[src/core/cefs_params.svh]
`ifndef CEFS_PARAMS_SVH
`define CEFS_PARAMS_SVH
// ----------------------------------------
// register map
// ----------------------------------------
`define CEFS_OFS_OPERATION   8'h01
`define CEFS_OFS_ENSRC       8'h02
`define CEFS_OPERATION_RST   8'h00
`define CEFS_ENSRC_RST       8'h16
`define CEFS_OP_ON_BIT       7
// ----------------------------------------
// enable configuration codes
// ----------------------------------------
`define CEFS_CFG_PIN_ONLY    8'h16
`define CEFS_CFG_BIT_ONLY    8'h1A
`define CEFS_CFG_BOTH        8'h1E
`define CEFS_CFG_ALWAYS_OFF  8'h12
`define CEFS_CFG_HI_MASK     8'hF0
// ----------------------------------------
// timing, 10 MHz clock
// ----------------------------------------
`define CEFS_CLK_HZ          10000000
`define CEFS_UV_FILT_US      1000
`define CEFS_UV_ARM_US       1500
`define CEFS_HICCUP_US       16000
`define CEFS_PG_DELAY_US     1000
`define CEFS_US_TO_CYC(us)   (((us) * (`CEFS_CLK_HZ / 1000000)))
`endif

[src/core/cefs_pkg.sv]
package cefs_pkg;
  typedef enum logic [2:0] {
    CEFS_OFF, CEFS_SOFTSTART, CEFS_RUN, CEFS_SINK, CEFS_HICCUP
  } cefs_state_t;
endpackage

[src/core/cefs_timer_if.sv]
`timescale 1ns/100ps
interface cefs_timer_if;
  logic        load;
  logic [31:0] count;
  logic        expired;
  modport ctl (output load, output count, input expired);
  modport tmr (input load, input count, output expired);
endinterface

[src/core/cefs_supervisor.sv]
`timescale 1ns/100ps
`include "cefs_params.svh"
module cefs_supervisor #(
  parameter int UV_FILT_CYC  = `CEFS_US_TO_CYC(`CEFS_UV_FILT_US),
  parameter int UV_ARM_CYC   = `CEFS_US_TO_CYC(`CEFS_UV_ARM_US),
  parameter int HICCUP_CYC   = `CEFS_US_TO_CYC(`CEFS_HICCUP_US),
  parameter int PG_DELAY_CYC = `CEFS_US_TO_CYC(`CEFS_PG_DELAY_US)
) (
  input  wire logic               clk,
  input  wire logic               rst_n,
  input  wire logic               remote_enable_pin,
  input  wire logic               wr_en,
  input  wire logic [7:0]         wr_addr,
  input  wire logic [7:0]         wr_data,
  input  wire logic [7:0]         rd_addr,
  output logic      [7:0]         rd_data,
  input  wire logic               clear_faults,
  input  wire logic               supply_ok,
  input  wire logic               temp_over_shutdown,
  input  wire logic               temp_below_turnon,
  input  wire logic               fb_below_uv,
  input  wire logic               fb_above_ov,
  input  wire logic               current_limit,
  input  wire logic               softstart_done,
  input  wire logic               ready_line_in,
  output logic                    converter_on,
  output logic                    sink_mode,
  output logic                    softstart_go,
  output logic                    output_ready_flag_oe,
  output logic                    fault_alert_line_n,
  output cefs_pkg::cefs_state_t   state_out
);
  import cefs_pkg::*;
  // ----------------------------------------
  // registers
  // ----------------------------------------
  logic [7:0]  operation_control, next_operation_control;
  logic [7:0]  enable_source_config, next_enable_source_config;
  logic        uv_flag, ov_flag, ot_flag, lock_flag;
  logic        next_uv_flag, next_ov_flag, next_ot_flag, next_lock_flag;
  logic        ot_active, next_ot_active;
  logic [7:0]  next_rd_data;
  always_comb begin
    next_operation_control    = operation_control;
    next_enable_source_config = enable_source_config;
    if (wr_en && wr_addr == `CEFS_OFS_OPERATION) begin
      next_operation_control = wr_data;
    end
    if (wr_en && wr_addr == `CEFS_OFS_ENSRC) begin
      next_enable_source_config = wr_data;
    end
    unique case (rd_addr)
      `CEFS_OFS_OPERATION: next_rd_data = operation_control;
      `CEFS_OFS_ENSRC:     next_rd_data = enable_source_config;
      default:             next_rd_data = {4'h0, lock_flag, ot_flag, ov_flag, uv_flag};
    endcase
  end
  always_ff @(posedge clk or negedge rst_n) begin
    if (!rst_n) begin
      operation_control    <= `CEFS_OPERATION_RST;
      enable_source_config <= `CEFS_ENSRC_RST;
      rd_data              <= 8'h00;
    end else begin
      operation_control    <= next_operation_control;
      enable_source_config <= next_enable_source_config;
      rd_data              <= next_rd_data;
    end
  end
  // ----------------------------------------
  // enable decision
  // ----------------------------------------
  logic en_req;
  logic op_on;
  always_comb begin
    op_on = operation_control[`CEFS_OP_ON_BIT];
    if ((enable_source_config & `CEFS_CFG_HI_MASK) == 8'h00) begin
      en_req = 1'b1;
    end else if (enable_source_config == `CEFS_CFG_BIT_ONLY) begin
      en_req = op_on;
    end else if (enable_source_config == `CEFS_CFG_BOTH) begin
      en_req = op_on & remote_enable_pin;
    end else if (enable_source_config == `CEFS_CFG_ALWAYS_OFF) begin
      en_req = 1'b0;
    end else begin
      en_req = remote_enable_pin; // pin only, also for unknown codes with a nonzero high nibble
    end
  end
  // ----------------------------------------
  // timers
  // ----------------------------------------
  cefs_timer_if hic_t ();
  cefs_timer_if aux_t ();
  cefs_timer u_hic (.clk(clk), .rst_n(rst_n), .t(hic_t));
  cefs_timer u_aux (.clk(clk), .rst_n(rst_n), .t(aux_t));
  // ----------------------------------------
  // protection state machine
  // ----------------------------------------
  cefs_state_t st, next_st;
  logic        uv_armed, next_uv_armed;
  logic        uv_timing, next_uv_timing;
  logic        pg, next_pg;
  logic        pg_wait, next_pg_wait;
  logic        fault_evt;
  logic        stop;
  always_comb begin
    next_st        = st;
    next_uv_armed  = uv_armed;
    next_uv_timing = uv_timing;
    next_pg        = pg;
    next_pg_wait   = pg_wait;
    next_ot_active = ot_active;
    hic_t.load     = 1'b0;
    hic_t.count    = 32'(HICCUP_CYC);
    aux_t.load     = 1'b0;
    aux_t.count    = 32'(PG_DELAY_CYC);
    fault_evt      = 1'b0;
    if (temp_over_shutdown) begin
      next_ot_active = 1'b1;
    end else if (temp_below_turnon) begin
      next_ot_active = 1'b0; // automatic restart
    end
    // stop on supply loss, over-temperature or enable request low
    stop = !supply_ok || next_ot_active || !en_req;
    unique case (st)
      CEFS_OFF: begin
        if (!stop && !fb_above_ov) begin
          next_st = CEFS_SOFTSTART; // no start while over-voltage
        end
      end
      CEFS_SOFTSTART: begin
        next_uv_armed = 1'b0;
        if (softstart_done) begin
          next_st      = CEFS_RUN;
          aux_t.load   = 1'b1;
          next_pg_wait = 1'b1;
        end
      end
      CEFS_RUN: begin
        if (pg_wait && aux_t.expired) begin
          next_pg_wait = 1'b0;
          next_pg      = 1'b1;
          aux_t.load   = 1'b1;
          aux_t.count  = 32'(UV_ARM_CYC - PG_DELAY_CYC);
        end else if (!pg_wait && !uv_armed && aux_t.expired) begin
          next_uv_armed = 1'b1;
        end
        if (uv_armed && fb_below_uv && !uv_timing) begin
          next_uv_timing = 1'b1;
          aux_t.load     = 1'b1;
          aux_t.count    = 32'(UV_FILT_CYC);
        end else if (uv_timing && !fb_below_uv) begin
          next_uv_timing = 1'b0;
        end
        if (fb_above_ov) begin
          next_st = CEFS_SINK;
          fault_evt = 1'b1;
        end else if ((uv_timing && fb_below_uv && aux_t.expired) ||
                     (current_limit && fb_below_uv)) begin
          next_st    = CEFS_HICCUP;
          hic_t.load = 1'b1;
          fault_evt  = 1'b1;
        end else if (pg && !ready_line_in) begin
          next_st    = CEFS_HICCUP;
          hic_t.load = 1'b1;
          fault_evt  = 1'b1;
        end
      end
      CEFS_SINK: begin
        if (fb_below_uv) begin
          next_st    = CEFS_HICCUP;
          hic_t.load = 1'b1;
        end else if (!fb_above_ov) begin
          next_st    = CEFS_HICCUP;
          hic_t.load = 1'b1;
        end
      end
      CEFS_HICCUP: begin
        if (hic_t.expired) begin
          next_st = CEFS_OFF; // restart path, still blocked by over-voltage
        end
      end
      default: next_st = CEFS_OFF;
    endcase
    if (stop && st != CEFS_OFF && st != CEFS_HICCUP) begin
      next_st   = CEFS_OFF;
      fault_evt = fault_evt || !supply_ok || next_ot_active;
    end
    if (next_st != CEFS_RUN) begin
      next_uv_timing = 1'b0;
      next_pg_wait   = 1'b0;
    end
    if (fault_evt || next_st != CEFS_RUN) begin
      next_pg = 1'b0; // latched low until next soft start
    end
    if (!supply_ok) begin
      next_pg = 1'b0;
    end
  end
  // ----------------------------------------
  // sticky flags, set wins over clear
  // ----------------------------------------
  logic        next_converter_on, next_sink_mode, next_softstart_go;
  logic        next_output_ready_flag_oe, next_fault_alert_line_n;
  always_comb begin
    next_uv_flag   = (uv_flag   && !clear_faults) ||
                     (st == CEFS_RUN && next_st == CEFS_HICCUP);
    next_ov_flag   = (ov_flag   && !clear_faults) || fb_above_ov;
    next_ot_flag   = (ot_flag   && !clear_faults) || temp_over_shutdown;
    next_lock_flag = (lock_flag && !clear_faults) || !supply_ok;
    next_converter_on         = (next_st == CEFS_SOFTSTART) || (next_st == CEFS_RUN);
    next_sink_mode            = (next_st == CEFS_SINK);
    next_softstart_go         = (next_st == CEFS_SOFTSTART);
    next_output_ready_flag_oe = !next_pg; // open drain pulls low
    next_fault_alert_line_n   = !(next_uv_flag || next_ov_flag ||
                                  next_ot_flag || next_lock_flag);
  end
  always_ff @(posedge clk or negedge rst_n) begin
    if (!rst_n) begin
      st                   <= CEFS_OFF;
      uv_armed             <= 1'b0;
      uv_timing            <= 1'b0;
      pg                   <= 1'b0;
      pg_wait              <= 1'b0;
      ot_active            <= 1'b0;
      uv_flag              <= 1'b0;
      ov_flag              <= 1'b0;
      ot_flag              <= 1'b0;
      lock_flag            <= 1'b0;
      converter_on         <= 1'b0;
      sink_mode            <= 1'b0;
      softstart_go         <= 1'b0;
      output_ready_flag_oe <= 1'b1;
      fault_alert_line_n   <= 1'b1;
      state_out            <= CEFS_OFF;
    end else begin
      st                   <= next_st;
      uv_armed             <= next_uv_armed;
      uv_timing            <= next_uv_timing;
      pg                   <= next_pg;
      pg_wait              <= next_pg_wait;
      ot_active            <= next_ot_active;
      uv_flag              <= next_uv_flag;
      ov_flag              <= next_ov_flag;
      ot_flag              <= next_ot_flag;
      lock_flag            <= next_lock_flag;
      converter_on         <= next_converter_on;
      sink_mode            <= next_sink_mode;
      softstart_go         <= next_softstart_go;
      output_ready_flag_oe <= next_output_ready_flag_oe;
      fault_alert_line_n   <= next_fault_alert_line_n;
      state_out            <= next_st;
    end
  end
endmodule // cefs_supervisor

[src/core/cefs_timer.sv]
`timescale 1ns/100ps
module cefs_timer (
  input wire logic clk,
  input wire logic rst_n,
  cefs_timer_if.tmr t
);
  logic [31:0] cnt;
  logic [31:0] next_cnt;
  logic        next_exp;
  logic        exp_q;
  always_comb begin
    next_cnt = cnt;
    next_exp = 1'b0;
    if (t.load) begin
      next_cnt = t.count;
    end else if (cnt != 32'h0) begin
      next_cnt = cnt - 32'h1;
      next_exp = (cnt == 32'h1);
    end
  end
  always_ff @(posedge clk or negedge rst_n) begin
    if (!rst_n) begin
      cnt   <= 32'h0;
      exp_q <= 1'b0;
    end else begin
      cnt   <= next_cnt;
      exp_q <= next_exp;
    end
  end
  assign t.expired = exp_q;
endmodule // cefs_timer

[config.mk]
export PLATFORM = sky130hd
export DESIGN_NAME = cefs_supervisor
export DESIGN_NICKNAME = d
export VERILOG_FILES = /design/src/core/cefs_pkg.sv /design/src/core/cefs_timer_if.sv /design/src/core/cefs_supervisor.sv /design/src/core/cefs_timer.sv
export VERILOG_INCLUDE_DIRS = /design/src /design/src/core
export SDC_FILE = /design/constraint.sdc
export NUM_CORES = 1
export LEC_CHECK = 0
export BUFFER_PORTS_ARGS = -buffer_cell sky130_fd_sc_hd__buf_2
export CAP_MARGIN = 20
export CELL_PAD_IN_SITES_DETAIL_PLACEMENT = 1
export CELL_PAD_IN_SITES_GLOBAL_PLACEMENT = 1
export CORE_MARGIN = 2
export CORE_UTILIZATION = 42
export DETAILED_ROUTE_END_ITERATION = 8
export GPL_ROUTABILITY_DRIVEN = 0
export PLACE_DENSITY_LB_ADDON = 0.1
export SYNTH_ARGS = -nofsm -noshare
export SYNTH_HDL_FRONTEND = slang
export SYNTH_SLANG_ARGS = --single-unit
[constraint.sdc]
create_clock -name clk -period 2.5 [get_ports clk]
set_input_delay 0.125 -clock clk [delete_from_list [all_inputs] [get_ports clk]]
set_output_delay 0.125 -clock clk [all_outputs]
set_load 0.05 [all_outputs]
==> results_dict.tcl, run 1 <==
set metrics [dict create \
    multi_input_area_um2 2620 \
    syn_area_per_cell_um2 9.900 \
    antenna_found_initial 0 \
    ys_seq_elements 107 \
    power_density_nw_per_um2 836.5 \
    grt.total_usage_pct 21.14 \
    diodes 0 \
    grt_pass1_wl_um 23780 \
    finalSetupViolCount 0 \
    grt_overflow 0 \
    comb_power_share_pct 27.8 \
    fmax_mhz 417.8 \
    cts_made_buffers 9 \
    grt_max_degree 47 \
    crit_chain "or2b_2 > o32a_1 > o21a_1 > a2111o_1 > or4_1" \
    netlist-cell-type-count 58 \
    fp-row-count 41 \
    num_vias 4547 \
    layout_min_cycle_time_ps 2393 \
    final_net_count 664 \
    synth_warnings 0 \
    drt-pass1-iter-count 4 \
    ys.flop_type "dfrtp_1" \
    cp.arrival_ps 2670 \
    leakage_nw 2.780 \
    hold_path.class "in2reg" \
    maxSlewViolCount 0 \
    cts_root_buffer "clkbuf_16" \
    placeableCoreArea_um2 12620 \
    drive_above_1_share_pct 23.41 \
    cp_max_fo 4 \
    clock-sinks 107 \
    p_sw_mw 1.886 \
    critical_path.max_stage_delay_ps 550 \
    fin_setup_tns_ps 0 \
    ir_drop_mv 0.3847 \
    layout_commonest_cell "dfrtp_1" \
    critPathSlowestCell "dfstp_2" \
    maxCapViolCount 0 \
    drtIter0Drc 263 \
    hpwl_um 10060 \
    internal_power_mw 3.463 \
    syn_nets 590 \
    stdcell_count 800 \
    ios 53 \
    initial_core_util_pct 43.07 \
    grt_pass1_vias 4776 \
    register_area_um2 2684 \
    startpoint_type "flop" \
    final_util_pct 50.67 \
    clock_latency_ps 360 \
    syn_area_um2 5435 \
    wl_per_cell_um 17.21 \
    dieHeight_um 117.8 \
    fp.dieW_um 117.8 \
    fin_worst_skew_ps 13.20 \
    max_slew_margin_pct 55.13 \
    tightest_slew_ps 667.4 \
    syn2layout_area_growth_pct 17.66 \
    synth_cells 549 \
    cts_tree "done" \
    htree_num_levels 3 \
    layout_common_cells "102 x dfrtp_1, 51 x buf_2, 46 x nor2_1" \
    switching_share_pct 35.25 \
    hold_violations 0 \
    place_inst 781 \
    clkTransAtPathRegs_ps 70 \
    via_per_inst 5.684 \
    wl_um 13770 \
    synth-edff-count 0 \
    clock_path_buffers 2 \
    p_total_mw 5.349 \
    outcome "finished clean" \
    num-fill-cells 1460 \
    p_seq_share_pct 46.6 \
    ant_nets 0 \
    clkPwrFrac_pct 25.6 \
    io_buffer_count 52 \
    async_flop_share_pct 100.0 \
    timing_worst_setup_path_type "reg2reg" \
    cp-end-kind "flop" \
    ys_seq_area_share_pct 49.38 \
    fin_crit_sh_pct 95.73 \
    route.detailed.drc 0 \
    die-area_um2 13870 \
    rsz0062_at_grt "no" \
    crit_required_ps 2780 \
]
[registers in the layout, indices dropped and copies added, names as in the netlist, 3 cells and up]
register	cells
st	3
rd_data	8
enable_source_config	8
u_hic.cnt	32
u_aux.cnt	32
operation_control	8
[worst paths after layout]
| check | from | end | slack [ps] | cells past startpoint |
|---|---|---|---|---|
| setup / recovery | enable_source_config[1] | output_ready_flag_oe | 110 | 5 |
| hold / removal | wr_data[3] | enable_source_config[3] | 20 | 2 |
| setup reg to reg | enable_source_config[1] | output_ready_flag_oe | 110 | 5 |
| hold reg to reg | u_hic.t.expired | st[2] | 500 | 2 |
| max in group asynchronous | rst_n | enable_source_config[4] | 1430 | 3 |
| min in group asynchronous | rst_n | rd_data[3] | 330 | 2 |
[kinds of logic (layout without fill, tap and decap cells)]
family	Yosys count	in the layout	synth area share, %
flops	107	107	49.38
compound gates	130	130	15.49
fa+ha+maj	4	4	0.9208
xor+xnor	21	21	3.384
simple gates	230	230	24.19
mux	19	19	3.890
buf+inv	38	117	2.739
[cells in the mapped netlist, types with 4 or more instances]
cell type,instances,area [um2]
nand3_1,12,60.06
xnor2_1,14,122.6
o21ai_0,27,135.1
a31oi_1,4,25.02
a21oi_1,45,225.2
nand2_1,38,142.6
mux2_2,17,191.4
dfrtp_1,102,2552
nor4_1,16,100.1
inv_1,18,67.56
nand2b_1,9,56.30
or2_2,9,56.30
nand3b_1,4,30.03
clkbuf_1,12,45.04
a21o_1,5,37.54
dfstp_2,5,131.4
nand4_1,7,43.79
nor4_2,6,75.07
o211ai_1,4,30.03
or3_1,24,150.1
nor2_1,46,172.7
and3_1,6,37.54
o31ai_1,13,97.59
ha_1,4,50.05
buf_2,5,25.02
o41ai_1,6,52.55
nor3_1,10,50.05
xor2_1,7,61.31
or4_1,19,142.6
[metrics by stage]
step           hold slack (ps)  area (um2)  setup slack [ps]
6_report                 15.84        6395             106.6
5_1_grt                  14.45        6395             14.33
4_1_cts                  5.080        6374             53.98
3_5_place_dp             182.5        6071             79.04
3_3_place_gp             176.7        6071             145.3
2_1_floorplan           -170.6        5435             112.9
[power groups by stage]
| stage | clock, mW | sequential [mW] | combinational [mW] |
|---|---|---|---|
| after floorplan | 0 | 2.51 | 0.945 |
| after global placement | 0 | 2.49 | 1.41 |
| after detailed placement | 0 | 2.52 | 1.49 |
| after CTS | 1.42 | 2.49 | 1.50 |
| after global routing | 1.49 | 2.56 | 1.66 |
| final | 1.37 | 2.49 | 1.48 |
[cell type report]
class | count | share of cell area (%)
flip-flops and latches | 107 | 41.97
multi-input cells | 404 | 40.97
repair buffers | 83 | 8.218
clock buffers | 12 | 4.011
well taps | 172 | 3.365
inverters | 18 | 1.057
clock inverters | 4 | 0.4109
[layer usage]
layer  track usage, %  vias to the layer above  part of all wire, %
li1                 -                     2173                    -
met1            27.28                     2308                   46
met2            35.32                       53                   50
met3            5.669                       13                  3.0
met4            5.422                        0                  1.2
met5                0                        -                    0
[worst max-delay path: cells and delay by family, from the launching register on]
family	cells	cell delay [ps]
AO/OA/AOI/OAI	3	950
flip-flops	1	550
AND/OR/NAND/NOR	2	810
[repair_timing]
item,4_1_cts,5_1_grt
gates resized for setup,0,3
endpoints found under the hold margin,42,0
setup buffers,0,1
hold buffers,2,0
endpoints found under the setup margin,0,11
Power figures use the tool's default switching activity.
==> run 2, diff against run 1 <==
CORE_UTILIZATION = 41   (was 42)
==> run 2 against run 1 <==
Effect of this change:
- die area increased by 2.3%
- first-iteration DRC count shrank 9.5%
- global-route usage up 0.24 points
- sequential power about the same
- register-to-register slack barely moved
- power grew 1.6%
- maximum frequency is 0.15% lower
- sequential cell count stayed put
- routed wire length increased by 2.0%
- utilization down 1.5 points
- combinational power about the same
- clock power is 5% higher
- critical path type unchanged
- largest cell class unchanged
- largest power group unchanged
==> results_dict.tcl, run 2 (synthesized netlist as in run 1, its figures left out) <==
set metrics [dict create \
    ios 53 \
    dp_slack_ps 137.6 \
    diodes 0 \
    placeableCoreArea_um2 13090 \
    num_vias 4547 \
    layout_commonest_cell "dfrtp_1" \
    dieHeight_um 119.1 \
    route.detailed.drc 0 \
    grt_pass1_wl_um 24290 \
    cp_max_fo 12 \
    fin_crit_sh_pct 95.87 \
    outcome "finished clean" \
    wl_um 14050 \
    layout_min_cycle_time_ps 2397 \
    grt_overflow 0 \
    whs_ps 15.96 \
    final_net_count 669 \
    io_buffer_count 52 \
    drive_above_1_share_pct 23.06 \
    cp-end-kind "flop" \
    register_area_um2 2684 \
    num-fill-cells 1510 \
    fp.dieW_um 119.1 \
    clock_latency_ps 360 \
    hold_path.class "in2reg" \
    fp-row-count 42 \
    cp.arrival_ps 2680 \
    comb_power_share_pct 27.6 \
    antenna_found_initial 0 \
    p_seq_share_pct 46.0 \
    fin_setup_tns_ps 0 \
    rsz0062_at_grt "no" \
    cts_root_buffer "clkbuf_16" \
    syn2layout_area_growth_pct 18.30 \
    startpoint_type "flop" \
    fin_area_um2 6430 \
    via_per_inst 5.621 \
    grt_pass1_vias 4849 \
    leakage_nw 2.798 \
    drtIter0Drc 238 \
    hpwl_um 10180 \
    hold_violations 0 \
    htree_num_levels 3 \
    maxCapViolCount 0 \
    layout_common_cells "102 x dfrtp_1, 51 x buf_2, 46 x nor2_1" \
    multi_input_area_um2 2606 \
    cts_made_buffers 9 \
    max_slew_margin_pct 58.44 \
    reg_top3 "u_aux.cnt: 32 flops, u_hic.cnt: 32 flops" \
    cts_tree "done" \
    drt-pass1-iter-count 4 \
    power_density_nw_per_um2 845.4 \
    clkPwrFrac_pct 26.5 \
    ant_nets 0 \
    tightest_slew_ps 618.2 \
    grt_max_degree 42 \
    fin_worst_skew_ps 4.866 \
    clkTransAtPathRegs_ps 70 \
    finalSetupViolCount 0 \
    initial_core_util_pct 41.54 \
    maxSlewViolCount 0 \
    crit_required_ps 2780 \
    fin_ws_ps 103.2 \
    clock_path_buffers 2 \
    cts_resized 0 \
    timing_worst_setup_path_type "reg2reg" \
    switching_share_pct 35.15 \
    fmax_mhz 417.2 \
    clock-sinks 107 \
    p_sw_mw 1.911 \
    ir_drop_mv 0.4394 \
    internal_power_mw 3.526 \
    die-area_um2 14190 \
    grt.total_usage_pct 21.38 \
    placed_cell_area_um2 6078 \
    wl_per_cell_um 17.36 \
]
[run 2: cell count changes in the layout (fill, tap and decap cells not counted), sizes merged]
cell	previous run	this run
buf	81	83
bufinv	0	1
clkbuf	12	10
dlygate4sd3	2	5
inv	18	19
[run 2: path summary, 6_finish.rpt]
check | cells past startpoint | slack [ps] | endpoint | startpoint
worst max-delay path | 5 | 100 | u_hic.cnt[23] | u_hic.cnt[4]
worst min-delay path | 2 | 20 | enable_source_config[2] | wr_data[2]
worst max register to register | 5 | 100 | u_hic.cnt[23] | u_hic.cnt[4]
worst min register to register | 2 | 490 | rd_data[1] | ov_flag
max in group asynchronous | 3 | 1500 | u_aux.cnt[1] | rst_n
min in group asynchronous | 2 | 320 | st[0] | rst_n
[run 2: per-stage QoR]
| step | instances | utilization (%) | power, mW |
|---|---|---|---|
| after detailed placement | 787 | 46.45 | 4.029 |
| after global routing | 809 | 49.14 | 5.809 |
| final | 809 | 49.14 | 5.436 |
| after floorplan | 549 | - | 3.457 |
| after CTS | 808 | 49.08 | 5.512 |
| after global placement | 787 | 46.45 | 3.921 |
[run 2: layout make-up]
class	instances	share of cell area [%]
multi-input cells	404	40.53
flip-flops and latches	107	41.74
clock inverters	6	1.012
inverters	18	1.051
well taps	176	3.425
clock buffers	10	3.561
repair buffers	88	8.679
[run 2: worst max-delay path: stages, from the launching register on]
cell and delay (ps):
dfrtp_1 420, or4_1 590, nor4_2 280, nand2_1 300, or4_1 580, a21oi_1 160
[run 2: per-layer routing]
metal  GRT usage (%)  vias to the layer above  share of wire [%]
met2           36.53                       47                 51
met1           27.86                     2297                 46
met5               0                        -                  0
met4           5.208                        0               0.90
li1                -                     2193                  -
met3           4.406                       10                2.1
[run 2: timing repair]
action | in CTS | in global routing
setup endpoints to repair | 0 | 4
hold buffers | 5 | 0
hold endpoints to repair | 42 | 0
setup buffers | 0 | 1
[run 2: power by group through the flow]
stage / Sequential (mW) / Clock, mW / Combinational, mW
finish: 2.50 / 1.44 / 1.50
global route: 2.57 / 1.56 / 1.68
CTS: 2.50 / 1.50 / 1.51
global placement: 2.49 / 0 / 1.43
detailed placement: 2.53 / 0 / 1.50
floorplan: 2.51 / 0 / 0.945
